==> src/common/alu_params.svh <==
`ifndef ALU_PARAMS_SVH
`define ALU_PARAMS_SVH

`define ALU_DATA_W 8
`define ALU_MSB 7
`define ALU_LSB 0
`define ACC_RST_VAL 8'h00
`define FLAG_RST_VAL 1'b0
`define FLAG_W 4
`define FLAG_Z_POS 0
`define FLAG_C_POS 1
`define FLAG_AC_POS 2
`define FLAG_OV_POS 3
`define RESULT_LATENCY 1

`endif

==> src/common/alu_ops_pkg.sv <==
package alu_ops_pkg;

   // operation selector presented with op_valid_i
   typedef enum logic [4:0] {
      OP_NOP,
      OP_LOAD_ACC_IMM,
      OP_LRS_ACC,
      OP_RRC_ACC,
      OP_LRS_MEM,
      OP_RRC_MEM,
      OP_LLS_ACC,
      OP_RLC_ACC,
      OP_LLS_MEM,
      OP_RLC_MEM,
      OP_SWAP_ACC,
      OP_AND_ACC_IMM,
      OP_AND_ACC_MEM,
      OP_AND_MEM_ACC,
      OP_OR_ACC_IMM,
      OP_OR_ACC_MEM,
      OP_OR_MEM_ACC,
      OP_XOR_ACC_IMM,
      OP_XOR_ACC_MEM,
      OP_XOR_MEM_ACC,
      OP_XOR_IO_ACC,
      OP_NOT_ACC,
      OP_NOT_MEM,
      OP_NEG_ACC
   } alu_op_t;

   typedef enum logic [1:0] {
      DST_NONE,
      DST_ACC,
      DST_MEM,
      DST_IO
   } alu_dest_t;

endpackage

==> src/rtl/byte_op_unit.sv <==
`include "alu_params.svh"

module byte_op_unit
   import alu_ops_pkg::*;
#(
   parameter int DATA_W = `ALU_DATA_W
) (
   input wire alu_op_t op_i,
   input wire logic [DATA_W-1:0] acc_i,
   input wire logic [DATA_W-1:0] mem_i,
   input wire logic [DATA_W-1:0] imm_i,
   input wire logic [DATA_W-1:0] io_i,
   input wire logic carry_i,
   output logic [DATA_W-1:0] res_o,
   output logic carry_o
);

   localparam int HALF = DATA_W / 2;

   // nibble swap needs two equal halves
   if (DATA_W < 2 || DATA_W % 2 != 0) begin : g_width_check
      $error("byte_op_unit: data width must be even and at least 2");
   end

   always_comb begin
      res_o = acc_i;
      carry_o = carry_i;
      case (op_i)
         OP_LOAD_ACC_IMM: res_o = imm_i;
         OP_LRS_ACC: begin
            res_o = {1'b0, acc_i[DATA_W-1:1]};
            carry_o = acc_i[0];
         end
         OP_RRC_ACC: begin
            res_o = {carry_i, acc_i[DATA_W-1:1]};
            carry_o = acc_i[0];
         end
         OP_LRS_MEM: begin
            res_o = {1'b0, mem_i[DATA_W-1:1]};
            carry_o = mem_i[0];
         end
         OP_RRC_MEM: begin
            res_o = {carry_i, mem_i[DATA_W-1:1]};
            carry_o = mem_i[0];
         end
         OP_LLS_ACC: begin
            res_o = {acc_i[DATA_W-2:0], 1'b0};
            carry_o = acc_i[DATA_W-1];
         end
         OP_RLC_ACC: begin
            res_o = {acc_i[DATA_W-2:0], carry_i};
            carry_o = acc_i[DATA_W-1];
         end
         OP_LLS_MEM: begin
            res_o = {mem_i[DATA_W-2:0], 1'b0};
            carry_o = mem_i[DATA_W-1];
         end
         OP_RLC_MEM: begin
            res_o = {mem_i[DATA_W-2:0], carry_i};
            carry_o = mem_i[DATA_W-1];
         end
         OP_SWAP_ACC: res_o = {acc_i[HALF-1:0], acc_i[DATA_W-1:HALF]};
         OP_AND_ACC_IMM: res_o = acc_i & imm_i;
         OP_AND_ACC_MEM,
         OP_AND_MEM_ACC: res_o = acc_i & mem_i;
         OP_OR_ACC_IMM: res_o = acc_i | imm_i;
         OP_OR_ACC_MEM,
         OP_OR_MEM_ACC: res_o = acc_i | mem_i;
         OP_XOR_ACC_IMM: res_o = acc_i ^ imm_i;
         OP_XOR_ACC_MEM,
         OP_XOR_MEM_ACC: res_o = acc_i ^ mem_i;
         OP_XOR_IO_ACC: res_o = acc_i ^ io_i;
         OP_NOT_ACC: res_o = ~acc_i;
         OP_NOT_MEM: res_o = ~mem_i;
         // negate modulo 2^DATA_W, carry out discarded on purpose
         OP_NEG_ACC: res_o = ~acc_i + {{(DATA_W-1){1'b0}}, 1'b1};
         default: begin
            res_o = acc_i;
            carry_o = carry_i;
         end
      endcase
   end

endmodule

==> src/rtl/shift_logic_alu_ops.sv <==
// Overview of operation
// - acc right shift: zero in, bit0 to carry
// - acc rotate right through carry
// - right shift/rotate also on memory byte
// - acc left shift: zero in, bit7 to carry
// - acc rotate left through carry
// - left shift/rotate also on memory byte
// - nibble swap, no flag changes
// - and with immediate, zero flag only
// - and with memory, either destination
// - or with immediate, zero flag only
// - or with memory, either destination
// - xor immediate or memory, either destination
// - xor into io register, flags untouched
// - invert accumulator, zero flag only
// - invert memory byte in place
// - negate accumulator, zero flag only
`include "alu_params.svh"

module shift_logic_alu_ops
   import alu_ops_pkg::*;
#(
   parameter int DATA_W = `ALU_DATA_W
) (
   input wire logic ref_clk_i,
   input wire logic rst_n_i,
   input wire logic op_valid_i,
   input wire alu_op_t op_i,
   input wire logic [DATA_W-1:0] imm_i,
   input wire logic [DATA_W-1:0] mem_rdata_i,
   input wire logic [DATA_W-1:0] io_rdata_i,
   input wire logic flag_we_i,
   input wire logic [`FLAG_W-1:0] flag_wdata_i,
   output logic [DATA_W-1:0] acc_o,
   output logic zero_flag_o,
   output logic carry_flag_o,
   output logic half_carry_flag_o,
   output logic signed_excess_flag_o,
   output logic mem_we_o,
   output logic [DATA_W-1:0] mem_wdata_o,
   output logic io_we_o,
   output logic [DATA_W-1:0] io_wdata_o,
   output logic done_o
);

   ////////////////////////////////////////////////////////////////////////////
   // elaboration check

   if (DATA_W != `ALU_DATA_W) begin : g_width_check
      $error("shift_logic_alu_ops: only 8-bit data is supported");
   end

   ////////////////////////////////////////////////////////////////////////////
   // state

   logic [DATA_W-1:0] acc_ff;
   logic zero_ff;
   logic carry_ff;
   logic half_carry_ff;
   logic signed_excess_ff;
   logic mem_we_ff;
   logic [DATA_W-1:0] mem_wdata_ff;
   logic io_we_ff;
   logic [DATA_W-1:0] io_wdata_ff;
   logic done_ff;

   logic [DATA_W-1:0] nxt_acc;
   logic nxt_zero;
   logic nxt_carry;
   logic nxt_half_carry;
   logic nxt_signed_excess;
   logic nxt_mem_we;
   logic [DATA_W-1:0] nxt_mem_wdata;
   logic nxt_io_we;
   logic [DATA_W-1:0] nxt_io_wdata;
   logic nxt_done;

   logic [DATA_W-1:0] op_res;
   logic op_carry;
   alu_dest_t dest;
   logic upd_zero;
   logic upd_carry;
   logic res_is_zero;

   ////////////////////////////////////////////////////////////////////////////
   // datapath

   byte_op_unit #(
      .DATA_W(DATA_W)
   ) u_byte_op (
      .op_i(op_i),
      .acc_i(acc_ff),
      .mem_i(mem_rdata_i),
      .imm_i(imm_i),
      .io_i(io_rdata_i),
      .carry_i(carry_ff),
      .res_o(op_res),
      .carry_o(op_carry)
   );

   assign res_is_zero = (op_res == '0);

   // destination and flag-update decode
   always_comb begin
      dest = DST_NONE;
      upd_zero = 1'b0;
      upd_carry = 1'b0;
      case (op_i)
         OP_LOAD_ACC_IMM: dest = DST_ACC;
         OP_LRS_ACC,
         OP_RRC_ACC,
         OP_LLS_ACC,
         OP_RLC_ACC: begin
            dest = DST_ACC;
            upd_carry = 1'b1;
         end
         OP_LRS_MEM,
         OP_RRC_MEM,
         OP_LLS_MEM,
         OP_RLC_MEM: begin
            dest = DST_MEM;
            upd_carry = 1'b1;
         end
         OP_SWAP_ACC: dest = DST_ACC;
         OP_AND_ACC_IMM,
         OP_AND_ACC_MEM,
         OP_OR_ACC_IMM,
         OP_OR_ACC_MEM,
         OP_XOR_ACC_IMM,
         OP_XOR_ACC_MEM,
         OP_NOT_ACC,
         OP_NEG_ACC: begin
            dest = DST_ACC;
            upd_zero = 1'b1;
         end
         OP_AND_MEM_ACC,
         OP_OR_MEM_ACC,
         OP_XOR_MEM_ACC,
         OP_NOT_MEM: begin
            dest = DST_MEM;
            upd_zero = 1'b1;
         end
         OP_XOR_IO_ACC: dest = DST_IO;
         default: begin
            dest = DST_NONE;
            upd_zero = 1'b0;
            upd_carry = 1'b0;
         end
      endcase
   end

   ////////////////////////////////////////////////////////////////////////////
   // next state

   // an executing operation owns the flags; a direct flag write that
   // lands in the same cycle is dropped so results stay consistent
   always_comb begin
      nxt_acc = acc_ff;
      nxt_zero = zero_ff;
      nxt_carry = carry_ff;
      nxt_half_carry = half_carry_ff;
      nxt_signed_excess = signed_excess_ff;
      nxt_mem_we = 1'b0;
      nxt_mem_wdata = mem_wdata_ff;
      nxt_io_we = 1'b0;
      nxt_io_wdata = io_wdata_ff;
      nxt_done = 1'b0;
      if (op_valid_i) begin
         nxt_done = 1'b1;
         case (dest)
            DST_ACC: nxt_acc = op_res;
            DST_MEM: begin
               nxt_mem_we = 1'b1;
               nxt_mem_wdata = op_res;
            end
            DST_IO: begin
               nxt_io_we = 1'b1;
               nxt_io_wdata = op_res;
            end
            default: nxt_acc = acc_ff;
         endcase
         if (upd_zero) begin
            nxt_zero = res_is_zero;
         end
         if (upd_carry) begin
            nxt_carry = op_carry;
         end
      end else if (flag_we_i) begin
         nxt_zero = flag_wdata_i[`FLAG_Z_POS];
         nxt_carry = flag_wdata_i[`FLAG_C_POS];
         nxt_half_carry = flag_wdata_i[`FLAG_AC_POS];
         nxt_signed_excess = flag_wdata_i[`FLAG_OV_POS];
      end
   end

   always_ff @(posedge ref_clk_i) begin
      if (!rst_n_i) begin
         acc_ff <= `ACC_RST_VAL;
         zero_ff <= `FLAG_RST_VAL;
         carry_ff <= `FLAG_RST_VAL;
         half_carry_ff <= `FLAG_RST_VAL;
         signed_excess_ff <= `FLAG_RST_VAL;
         mem_we_ff <= 1'b0;
         mem_wdata_ff <= '0;
         io_we_ff <= 1'b0;
         io_wdata_ff <= '0;
         done_ff <= 1'b0;
      end else begin
         acc_ff <= nxt_acc;
         zero_ff <= nxt_zero;
         carry_ff <= nxt_carry;
         half_carry_ff <= nxt_half_carry;
         signed_excess_ff <= nxt_signed_excess;
         mem_we_ff <= nxt_mem_we;
         mem_wdata_ff <= nxt_mem_wdata;
         io_we_ff <= nxt_io_we;
         io_wdata_ff <= nxt_io_wdata;
         done_ff <= nxt_done;
      end
   end

   assign acc_o = acc_ff;
   assign zero_flag_o = zero_ff;
   assign carry_flag_o = carry_ff;
   assign half_carry_flag_o = half_carry_ff;
   assign signed_excess_flag_o = signed_excess_ff;
   assign mem_we_o = mem_we_ff;
   assign mem_wdata_o = mem_wdata_ff;
   assign io_we_o = io_we_ff;
   assign io_wdata_o = io_wdata_ff;
   assign done_o = done_ff;

   // helper: flag copies one edge old, held in flops so plain
   // continuous logic can compare against them
   logic prev_zero_ff;
   logic prev_carry_ff;
   logic prev_half_carry_ff;
   logic prev_signed_excess_ff;
   logic flags_hold_zc;
   logic flags_hold_all;

   always_ff @(posedge ref_clk_i) begin
      prev_zero_ff <= zero_ff;
      prev_carry_ff <= carry_ff;
      prev_half_carry_ff <= half_carry_ff;
      prev_signed_excess_ff <= signed_excess_ff;
   end

   // flags other than carry unchanged since the previous edge
   assign flags_hold_zc = (half_carry_ff == prev_half_carry_ff)
      && (signed_excess_ff == prev_signed_excess_ff) && (zero_ff == prev_zero_ff);
   assign flags_hold_all = flags_hold_zc && (carry_ff == prev_carry_ff);
endmodule

==> config.mk <==
export PLATFORM = sky130hd
export DESIGN_NAME = shift_logic_alu_ops
export DESIGN_NICKNAME = d
export VERILOG_FILES = /design/src/common/alu_ops_pkg.sv /design/src/rtl/byte_op_unit.sv /design/src/rtl/shift_logic_alu_ops.sv
export VERILOG_INCLUDE_DIRS = /design/src /design/src/common
export SDC_FILE = /design/constraint.sdc
export NUM_CORES = 1
export LEC_CHECK = 0
export ABC_AREA = 1
export BUFFER_PORTS_ARGS = -buffer_cell sky130_fd_sc_hd__buf_2
export CAP_MARGIN = 10
export CORE_MARGIN = 1.5
export CORE_UTILIZATION = 35
export DETAILED_ROUTE_END_ITERATION = 16
export SYNTH_ARGS = -nofsm -noshare
export SYNTH_HDL_FRONTEND = slang
export SYNTH_SLANG_ARGS = --single-unit
==> constraint.sdc <==
create_clock -name ref_clk_i -period 2 [get_ports ref_clk_i]
set_input_delay 0.3 -clock ref_clk_i [delete_from_list [all_inputs] [get_ports ref_clk_i]]
set_output_delay 0.3 -clock ref_clk_i [all_outputs]
set_load 0.005 [all_outputs]
## Yosys cells after proc, flatten, opt, wreduce, memory -nomap -nowiden

Cells that the tools add are included.

| operators by class | value |
|---|---|
| equal/unequal tests | 29 |
| bitwise logic cells | 10 |
| add/subtract/negate cells | 1 |
| reduce and logical (&&, ||, !) cells | 20 |
| mux-type cells | 14 |

Operator list:

| cell | count |
|---|---|
| 8-bit one-hot mux with 20 select lines | 1 |
| 5-bit by 4-bit == test with 1-bit output (second input constant) | 8 |
| 5-bit == test (second input constant) | 8 |
| 8-bit bitwise XOR | 3 |
| 5-bit by 3-bit == test with 1-bit output (second input constant) | 4 |
| 8-bit bitwise AND | 2 |
| 8-bit NOT | 2 |
| 8-bit bitwise OR | 2 |
| 8-bit OR reduction | 2 |
| 14-bit OR reduction | 1 |
| 2-bit OR reduction | 7 |
| 2-bit AND reduction | 6 |
| 12-bit OR reduction | 1 |
| 1-bit 2-to-1 mux | 11 |
| 5-bit by 2-bit == test with 1-bit output (second input constant) | 2 |
| 8-bit by 1-bit adder with 8-bit output (second input constant) | 1 |
| 8-bit logical NOT | 1 |
| 2-bit one-hot mux with 3 select lines | 1 |
| 5-bit by 1-bit == test with 1-bit output (second input constant) | 1 |
| 5-bit inequality test (second input constant) | 1 |
| 2-bit == test (second input constant) | 2 |
| 2-bit by 1-bit inequality test with 1-bit output (second input constant) | 2 |
| 1-bit one-hot mux with 4 select lines | 1 |
| 3-bit AND reduction | 1 |
| 3 further kinds | 3 |

| word-level totals | value |
|---|---|
| output and inout bits | 31 |
| bits of input ports | 37 |
| word-level logic and storage cells | 84 |
| bits in registers | 31 |

## Depth between registers and ports, before layout

Gate-level depths: netlist (run 1).

| logic depth | value |
|---|---|
| depth in word-level cells | 6 |
| gate-level depth with buffers | 19 |
| gate-level depth less buffers | 17 |

## Cells and area by module

From an unflattened synthesis (run 1), not the netlist that was laid out.

| unflattened totals | value |
|---|---|
| cell total of the unflattened synthesis | 650 |
| area, all modules | 3,390.8 um^2 |

By module, submodules not included:

| module | times used | area each (um^2) | cells an instance |
|---|---|---|---|
| byte_op_unit | 1 | 1,911.8 | 421 |
| shift_logic_alu_ops | 1 | 1,478.9 | 229 |

## Worst setup path before layout (run 1)

Ideal clock, no wire load.

| path | value |
|---|---|
| kind | flip-flop to flip-flop |
| from | register acc_ff[0] (netlist: acc_o[0]) |
| to | register zero_ff (netlist: zero_flag_o) |
| period minus slack after synthesis | 1,920 ps |
| arrival | 1,854 ps |
| required time | 1,934 ps |
| slack | 80 ps |
| cell stages (with the launch flop) | 18 |
| cells stage by stage | dfxtp_1 -> clkinv_1 -> ha_1 -> inv_1 -> nor2_1 -> nand3_1 -> nand2_1 -> nand2_1 -> nor2_1 -> nor2_1 -> nand3_1 -> nor2_1 -> nand2_1 -> nand2_1 -> nand2_1 -> nor2_1 -> nand2_1 -> a21oi_2 |

| on the way | value |
|---|---|
| cells in the longest elaborated chain, start to end | 6 |
| elaborated cells on any way between the ends | 13 |

RTL lines:

| item | line | source |
|---|---|---|
| from (decl) | shift_logic_alu_ops.sv:56 | `logic [DATA_W-1:0] acc_ff;` |
| from (signal assigned) | shift_logic_alu_ops.sv:198 | `` acc_ff <= `ACC_RST_VAL; `` |
| from (signal assigned) | shift_logic_alu_ops.sv:209 | `acc_ff <= nxt_acc;` |
| 8-bit NOT | byte_op_unit.sv:73, byte_op_unit.sv:76 |  |
| 8-bit by 1-bit adder with 8-bit output | byte_op_unit.sv:76 | `OP_NEG_ACC: res_o = ~acc_i + {{(DATA_W-1){1'b0}}, 1'b1};` |
| 8-bit one-hot mux with 20 select lines (*) | byte_op_unit.sv:28 | `case (op_i)` |
| 8-bit logical NOT (*) | shift_logic_alu_ops.sv:101 | `assign res_is_zero = (op_res == '0);` |
| 1-bit 2-to-1 mux (*) | shift_logic_alu_ops.sv:182 | `if (upd_zero) begin` |
| 1-bit 2-to-1 mux (*) | shift_logic_alu_ops.sv:168 | `if (op_valid_i) begin` |
| to (signal assigned) | shift_logic_alu_ops.sv:199 | `` zero_ff <= `FLAG_RST_VAL; `` |
| to (signal assigned) | shift_logic_alu_ops.sv:210 | `zero_ff <= nxt_zero;` |
| to (decl) | shift_logic_alu_ops.sv:57 | `logic zero_ff;` |

Every way passes the cells marked *; elsewhere a longest branch is shown, timed or not. The select of a mux whose other input is x is not followed.
A chain may end at the register's enable or synchronous reset.

## Worst setup path after layout (run 1)

| path | value |
|---|---|
| from | input port op_i[0] |
| to | register mem_wdata_ff[7] (netlist: mem_wdata_o[7]) |

| on the way | value |
|---|---|
| cells in the longest elaborated chain, start to end | 5 |
| elaborated cells on any way between the ends | 32 |

RTL lines:

| item | line | source |
|---|---|---|
| from (decl) | shift_logic_alu_ops.sv:28 | `input wire alu_op_t op_i,` |
| 5-bit by 1-bit == test with 1-bit output, or another cell as far along | byte_op_unit.sv:28, shift_logic_alu_ops.sv:108 |  |
| 14-bit OR reduction (no line) or 8-bit OR reduction (tied branches) | - |  |
| 2-bit one-hot mux with 3 select lines | shift_logic_alu_ops.sv:108 | `case (op_i)` |
| 2-bit == test | shift_logic_alu_ops.sv:170 | `case (dest)` |
| 2-bit AND reduction (no line) | - |  |
| to (signal assigned) | shift_logic_alu_ops.sv:215 | `mem_wdata_ff <= nxt_mem_wdata;` |
| to (decl) | shift_logic_alu_ops.sv:62 | `logic [DATA_W-1:0] mem_wdata_ff;` |

Several ways; a longest one is shown, not always the timed one.

==> results of run 1 <==
[logic make-up (layout without fill, tap and decap cells)]
group / Yosys count / in the layout / share of synthesized area
adder cells (fa/ha/maj): 1 / 1 / 0.00377
buffers and inverters: 107 / 266 / 0.144
AND/OR/NAND/NOR: 401 / 402 / 0.533
flip-flops: 31 / 31 / 0.187
AO/OA/AOI/OAI: 76 / 76 / 0.132
[sequential cells by signal (all words and copies together), names as in the netlist]
name / count
half_carry_flag_o: 1
signed_excess_flag_o: 1
mem_wdata_o: 8
carry_flag_o: 1
io_wdata_o: 8
mem_we_o: 1
io_we_o: 1
done_o: 1
zero_flag_o: 1
acc_o: 8
[stage by stage]
stage,utilization,setup slack (ps),setup TNS [ps],instances,instance area (um^2)
floorplan,-,80.0,0,616,3320
global placement,0.484,-246,-3330,874,4450
detailed placement,0.484,-238,-3110,874,4450
CTS,0.493,44.7,0,882,4530
global route,0.514,3.05,0,887,4730
finish,0.514,146,0,887,4730
[path summary, 6_finish.rpt]
check / start / to / slack (ps) / cells past startpoint
max: op_i[0] / mem_wdata_o[7] / 150 / 15
min: flag_wdata_i[3] / signed_excess_flag_o / 280 / 3
max reg2reg: acc_o[2] / zero_flag_o / 170 / 13
min reg2reg: mem_wdata_o[7] / mem_wdata_o[7] / 490 / 2
[worst max-delay path, cell delays in order]
cell and delay (ps):
buf_4 150, inv_4 60, nand2_1 80, nor2_1 60
nand2_1 120, nand2_1 240, a22oi_1 240, nand2_1 70
nor2_1 130, nand2_1 110, a21oi_4 160, buf_4 140
nand2_1 50, o211ai_1 80, inv_1 50
[synth_stat cells (all sizes together)]
| library cell | number |
|---|---|
| o21ai | 43 |
| nand4 | 13 |
| buf | 12 |
| dfxtp | 31 |
| ha | 1 |
| nand2 | 206 |
| inv | 87 |
| a21oi | 14 |
| a22oi | 2 |
| clkinv | 2 |
| nor2 | 102 |
| nor3 | 2 |
| o2111ai | 1 |
| o211ai | 14 |
| o21bai | 1 |
| nand3b | 1 |
| nand3 | 77 |
| o31ai | 1 |
| clkbuf | 6 |
[final cells by class]
type | count | share of cell area
clock buffer | 7 | 0.0161
tap | 111 | 0.0294
multi-input combinational | 479 | 0.496
timing repair buffer | 169 | 0.252
inverter | 89 | 0.0741
clock inverter | 1 | 0.00106
sequential | 31 | 0.132
[per-layer routing]
layer | vias to the layer above | share of wire | wire length, um | global-route usage
li1 | 2274 | - | - | -
met1 | 2151 | 0.45 | 6270 | 0.396
met2 | 223 | 0.44 | 6190 | 0.447
met3 | 34 | 0.077 | 1070 | 0.0348
met4 | 0 | 0.028 | 396 | 0.0921
met5 | - | 0 | 0 | 0
[power by group]
group          leakage [uW]  switching, uW  internal [uW]
Sequential         0.000255           36.1            661
Combinational       0.00236            560            378
Clock             0.0000422            234            244
[layout by cell type, fill, tap and decap left out, drive strengths merged]
cell type	count
a21oi	14
a22oi	2
buf	168
clkbuf	8
clkinv	2
clkinvlp	1
dfxtp	31
ha	1
inv	87
nand2	206
nand3	77
nand3b	1
nand4	13
nor2	103
nor3	2
o2111ai	1
o211ai	14
o21ai	43
o21bai	1
o31ai	1
[what timing repair did]
action,in CTS,in global routing
setup buffers,0,5
hold endpoints to repair,0,0
setup endpoints to repair,0,23
resized for setup,0,55
==> reports/results.ini, run 1 <==
[die]
io_pins = 68
die_w_um = 100
die_h_um = 100
coreArea_mm2 = 0.00920
die_area_mm2 = 0.0101
rows = 35
start_util = 0.361

[synth]
yosys_warnings = 0
synth_nets = 654
synth_top_area_frac = 0.223
ys_top_cells_by_area = nand2_1, dfxtp_1, nand3_1, nor2_1, inv_1
synth-seq-cells = 31
synth_cell_types = 36
syn_inst = 616
syn-mean-instance-area_um2 = 5.38
synth_largest_area_cell = nand2_1
synth_seq_area_share = 0.187
synth_area_mm2 = 0.00332

[setup_path]
cp-start-kind = input pin
timing.critical_path.fanout_max = 6
arrival_ps = 2030
worstPathRequired_ps = 2180
critPathKind = input pin to flip-flop
endpoint_kind = flip-flop

[cells_and_area]
multiInputGateArea_mm2 = 0.00234
fill_cells = 1021
layout-drive-gt1-share = 0.304
syn_to_final_growth_pct = 42.6
final-seq-area_um2 = 623
fin_nets = 813
diodes = 0

[min_path]
hold_class = input pin to flip-flop

[sta]
period_minus_slack_ps = 1850
clock_skew_ps = 3.66
rsz0062_at_grt = false
fmax_mhz = 539
period_share = 0.927
drv_slew = 0
hold_ws_ps = 279
worstMarginPinSlew_ps = 427
setup_violations = 0
slew-limit-headroom = 0.715
hold_viol = 0

[clock_tree]
cts_buffers = 5
clkSlewWorstSetupHoldPaths_ps = 60
cts_hold_buf = 0
htreeDepth = 2
cts_max_path_buffers = 2
clkLatencyLatePin_ps = 280
cts_root_buf = clkbuf_8
cts_tree = done
cts.sinks = 31

[pwr]
leakagePower_uw = 0.00266
irDropWorstVdd_v = 0.000303
p_per_area_mw_per_mm2 = 447
power.total_uw = 2110

[place]
dp_hpwl_mm = 11.1
port_buffers = 67
gp_congestion = 1.01

[status]
outcome = completed

[global_routing]
antenna_found_initial = 0
grt_pass1_vias = 4414
grt_overflow = 0
grt_max_degree = 25
track_usage = 0.282
grt_pass1_wl_mm = 22.3

[route]
vias_per_cell = 5.28
drc = 0
ant_nets = 0
drtPass1Iterations = 6
initialDrtViolationCount = 370
drt_wl_total_mm = 13.9
vias = 4682
wl_per_cell_um = 15.7

[run]
max_cap_viol_count = 0

Note: power is estimated with default switching activity, not from simulation.
==> run 2, diff against run 1 <==
--- a/config.mk
+++ b/config.mk
@@ -11,6 +11,7 @@
 export CAP_MARGIN = 10
 export CORE_MARGIN = 1.5
 export CORE_UTILIZATION = 35
+export CTS_BUF_LIST = sky130_fd_sc_hd__clkbuf_4
 export DETAILED_ROUTE_END_ITERATION = 16
 export SYNTH_ARGS = -nofsm -noshare
 export SYNTH_HDL_FRONTEND = slang
==> reports/results.ini, run 2 (same netlist as run 1, synthesis figures left out) <==
[status]
outcome = completed

[global_routing]
grt_pass1_wl_mm = 22.4
antenna_found_initial = 0
grt_overflow = 0
grt_max_degree = 25
track_usage = 0.284
grt_pass1_vias = 4433

[place]
dp_hpwl_mm = 11.1
port_buffers = 67
placed_area_mm2 = 0.00445
gp_congestion = 1.01
placed_cells = 874

[cells_and_area]
final_common_cell = nand2_1
diodes = 0
final_cells = 882
syn_to_final_growth_pct = 38.0
layout-drive-gt1-share = 0.291
final_cell_area_mm2 = 0.00458
fin_nets = 808
final_cell_mix = nand2_1, buf_4, nor2_1

[sta]
drv_slew = 0
period_minus_slack_ps = 1840
setup_violations = 0
hold_ws_ps = 233
period_share = 0.919
slew-limit-headroom = 0.723
worstMarginPinSlew_ps = 415
clock_skew_ps = 9.52
fmax_mhz = 544
hold_viol = 0
fin_setup_tns_ps = 0
rsz0062_at_grt = true

[setup_path]
worstPathRequired_ps = 2280
cp-start-kind = input pin
r2r_end = zero_flag_o
timing.critical_path.fanout_max = 7
slowest_stage = clkbuf_4
rrSetupSlack_ps = 190
arrival_ps = 2110
worstSetupStartpoint = op_i[2]
endpoint_kind = flip-flop
critPathMaxStageDelay_ps = 180
r2r-start = acc_o[2]
critPathKind = input pin to flip-flop
rr_worst_depth = 14
crit_chain = clkbuf_4 -> nor2_1 -> buf_4 -> nand3_1 -> nand2_4 -> buf_4 -> a21oi_1 -> nand2_1 -> nor2_1 -> nand2_1 -> a21oi_4 -> nand2_1 -> nor2_1 -> nand2_1 -> a21oi_2
worst_path_most_repeated_cell = nand2_1

[clock_tree]
cts_tree = done
cts_max_path_buffers = 2
post_cts_buffers = 0
cts_root_buf = clkbuf_4
clkLatencyLatePin_ps = 330
clkSlewWorstSetupHoldPaths_ps = 100
cts.sinks = 31
cts_buffers = 5
htreeDepth = 2

[die]
coreArea_mm2 = 0.00920
start_util = 0.361
die_area_mm2 = 0.0101
rows = 35
die_h_um = 100
io_pins = 68
die_w_um = 100

[route]
ant_nets = 0
drt_wl_total_mm = 13.7
drtPass1Iterations = 6
initialDrtViolationCount = 343
vias_per_cell = 5.20
drc = 0
vias = 4585
wl_per_cell_um = 15.6

[pwr]
leakagePower_uw = 0.00261
p_per_area_mw_per_mm2 = 433
irDropWorstVdd_v = 0.000325

[min_path]
min-delay-start = flag_wdata_i[3]
hold_class = input pin to flip-flop
min_to = signed_excess_flag_o
hold_path_depth = 3

[run]
max_cap_viol_count = 0

run 2: cell types whose count changed in the layout (fill, tap and decap cells not counted), moves of 3 or more:
cell,change
clkbuf_4,+8
buf_2,+3
nor2_4,-3
nand2_1,+4
clkbuf_8,-5
buf_4,-5
run 2: report_power, final:
group | total, uW | internal, uW | switching (uW)
combinational | 901 | 358 | 543
sequential | 699 | 660 | 39.1
clock | 382 | 164 | 218
run 2: critical path: cells and delay by family:
family | cells | cell delay (ps)
simple gates | 9 | 860
buf+inv | 3 | 480
compound gates | 3 | 460
run 2: through the flow:
stage | utilization | setup WS, ps | power [uW]
final | 0.498 | 161 | 1980
after global routing | 0.498 | -9.45 | 2130
after CTS | 0.490 | 92.3 | 1940
after detailed placement | 0.484 | -238 | 1570
after global placement | 0.484 | -246 | 1570
after floorplan | - | 80.0 | 1180
run 2: worst max-delay path by stage:
stage          depth (start not counted)  slack [ps]           to
6_report                              15         160  zero_flag_o
5_1_grt                               17          -9  zero_flag_o
4_1_cts                               15          90  zero_flag_o
3_5_place_dp                          15        -240  zero_flag_o
3_3_place_gp                          16        -250  zero_flag_o
2_1_floorplan                         17          80  zero_flag_o
run 2: layer usage:
metal,global-route usage,wire (um),vias to the layer above
met5,0,0,-
met4,0.0943,332,0
met3,0.0425,963,28
met2,0.449,6160,203
met1,0.395,6280,2086
li1,-,-,2268
run 2: repair_timing:
action | CTS | global route
resized for setup | 0 | 22
hold endpoints to repair | 0 | 0
endpoints found under the setup margin | 0 | 16
hold buffers | 0 | 0
run 2: area by class of cell:
| type | instances | area, um^2 |
|---|---|---|
| Fill cell | 1045 | 4620 |
| Multi-Input combinational cell | 478 | 2280 |
| Timing Repair Buffer | 165 | 1140 |
| Sequential cell | 31 | 623 |
| Inverter | 89 | 343 |
| Tap cell | 111 | 139 |
| Clock buffer | 7 | 52.6 |
| Clock inverter | 1 | 5.00 |
==> run 3, diff against run 2 <==
--- a/config.mk
+++ b/config.mk
@@ -13,6 +13,7 @@
 export CORE_UTILIZATION = 35
 export CTS_BUF_LIST = sky130_fd_sc_hd__clkbuf_4
 export DETAILED_ROUTE_END_ITERATION = 16
+export PLACE_DENSITY = 0.56
 export SYNTH_ARGS = -nofsm -noshare
 export SYNTH_HDL_FRONTEND = slang
 export SYNTH_SLANG_ARGS = --single-unit
==> reports/results.ini, run 3 (same netlist as run 1, synthesis figures left out) <==
[setup_path]
arrival_ps = 2140
critPathKind = input pin to flip-flop
worstPathRequired_ps = 2260
endpoint_kind = flip-flop
timing.critical_path.fanout_max = 7
cp-start-kind = input pin
r2r-start = acc_o[7]
rrSetupSlack_ps = 190
worstSetupStartpoint = op_i[1]

[pwr]
seq_power_share = 0.338
irDropWorstVdd_v = 0.000280
power_switching_uw = 805
power.total_uw = 2060
leakagePower_uw = 0.00255
p_int_uw = 1260
swShare = 0.391
p_per_area_mw_per_mm2 = 459
clockPowerShare = 0.232
pwr-share-comb = 0.430

[clock_tree]
cts_buffers = 5
cts.sinks = 31
htreeDepth = 2
post_cts_buffers = 0
clkLatencyLatePin_ps = 330
clkSlewWorstSetupHoldPaths_ps = 100
cts_max_path_buffers = 2
cts_tree = done
cts_root_buf = clkbuf_4

[cells_and_area]
fin_nets = 791
final_common_cell = nand2_1
final_cell_mix = nand2_1, nor2_1, buf_4
diodes = 0
syn_to_final_growth_pct = 35.3
fill_cells = 1014
final_cell_area_mm2 = 0.00449
post-route-util = 0.488
layout-drive-gt1-share = 0.285

[sta]
clock_skew_ps = 5.65
hold_ws_ps = 222
worstMarginPinSlew_ps = 460
fin_setup_tns_ps = 0
slew-limit-headroom = 0.693
period_share = 0.937
period_minus_slack_ps = 1870
drv_slew = 0
hold_viol = 0
setup_violations = 0
fmax_mhz = 533

[die]
start_util = 0.361
die_w_um = 100
io_pins = 68
die_area_mm2 = 0.0101
die_h_um = 100
coreArea_mm2 = 0.00920
rows = 35

[global_routing]
track_usage = 0.279
grt_max_degree = 25
grt_overflow = 0
grt_pass1_vias = 4271
antenna_found_initial = 0
grt_pass1_wl_mm = 22.0

[route]
wl_met3_um = 865
drtPass1Iterations = 5
vias_per_cell = 5.19
top_layer_used = met4
ant_nets = 0
drt-met1-wl_mm = 6.23
drt_wl_total_mm = 13.4
vias = 4489
wl_per_cell_um = 15.5
route.met2.wl_mm = 6.09
drc = 0
initialDrtViolationCount = 309

[run]
max_cap_viol_count = 0

[min_path]
min-delay-start = flag_wdata_i[3]
hold_class = input pin to flip-flop

[place]
gp_congestion = 1.06
dp_hpwl_mm = 10.9
placed_area_mm2 = 0.00431
port_buffers = 67

[status]
outcome = completed

## run 3: worst paths after layout
path                                        endpoint  depth (start not counted)
worst min-delay path            signed_excess_flag_o                          3
worst min register to register        mem_wdata_o[5]                          2
worst max register to register           zero_flag_o                         10
worst max-delay path                     zero_flag_o                         14
## run 3: worst max-delay path, stage by stage
cell and delay (ps):
clkbuf_4 170, buf_4 160, nand3_1 90, buf_4 110, nor2_1 40, o21ai_0 370
nand3_1 150, nor2_1 110, nand2_1 90, a21oi_4 200, nand2_1 70, nor2_1 100
nand2_1 70, a21oi_2 110
## run 3: final cells by class
| type | instances | area (um^2) | area share |
|---|---|---|---|
| inverter | 89 | 348 | 0.0775 |
| timing repair buffer | 148 | 998 | 0.222 |
| clock buffer | 5 | 37.5 | 0.00836 |
| tap | 111 | 139 | 0.0309 |
| clock inverter | 3 | 38.8 | 0.00864 |
| multi-input combinational | 478 | 2300 | 0.513 |
| sequential | 31 | 623 | 0.139 |
## run 3: stage by stage
stage / instances / worst slack, ps
global placement: 857 / -283
floorplan: 616 / 80.0
detailed placement: 857 / -314
CTS: 865 / 24.9
global route: 865 / -0.199
finish: 865 / 125
## run 3: metal layers
layer,vias up,global-route usage
met5,-,0
met4,0,0.0585
met3,25,0.0494
met2,147,0.447
met1,2078,0.392
li1,2239,-
## run 3: repair_timing
action	CTS	global route
hold buffers	0	0
resized for setup	0	34
hold endpoints to repair	0	0
setup endpoints to repair	0	21
## run 3: power groups by stage
stage	logic, uW	clock network (uW)	registers (uW)
CTS	844	491	693
detailed placement	840	0	707
global placement	837	0	705
global route	988	520	703
finish	886	478	698
floorplan	475	0	704
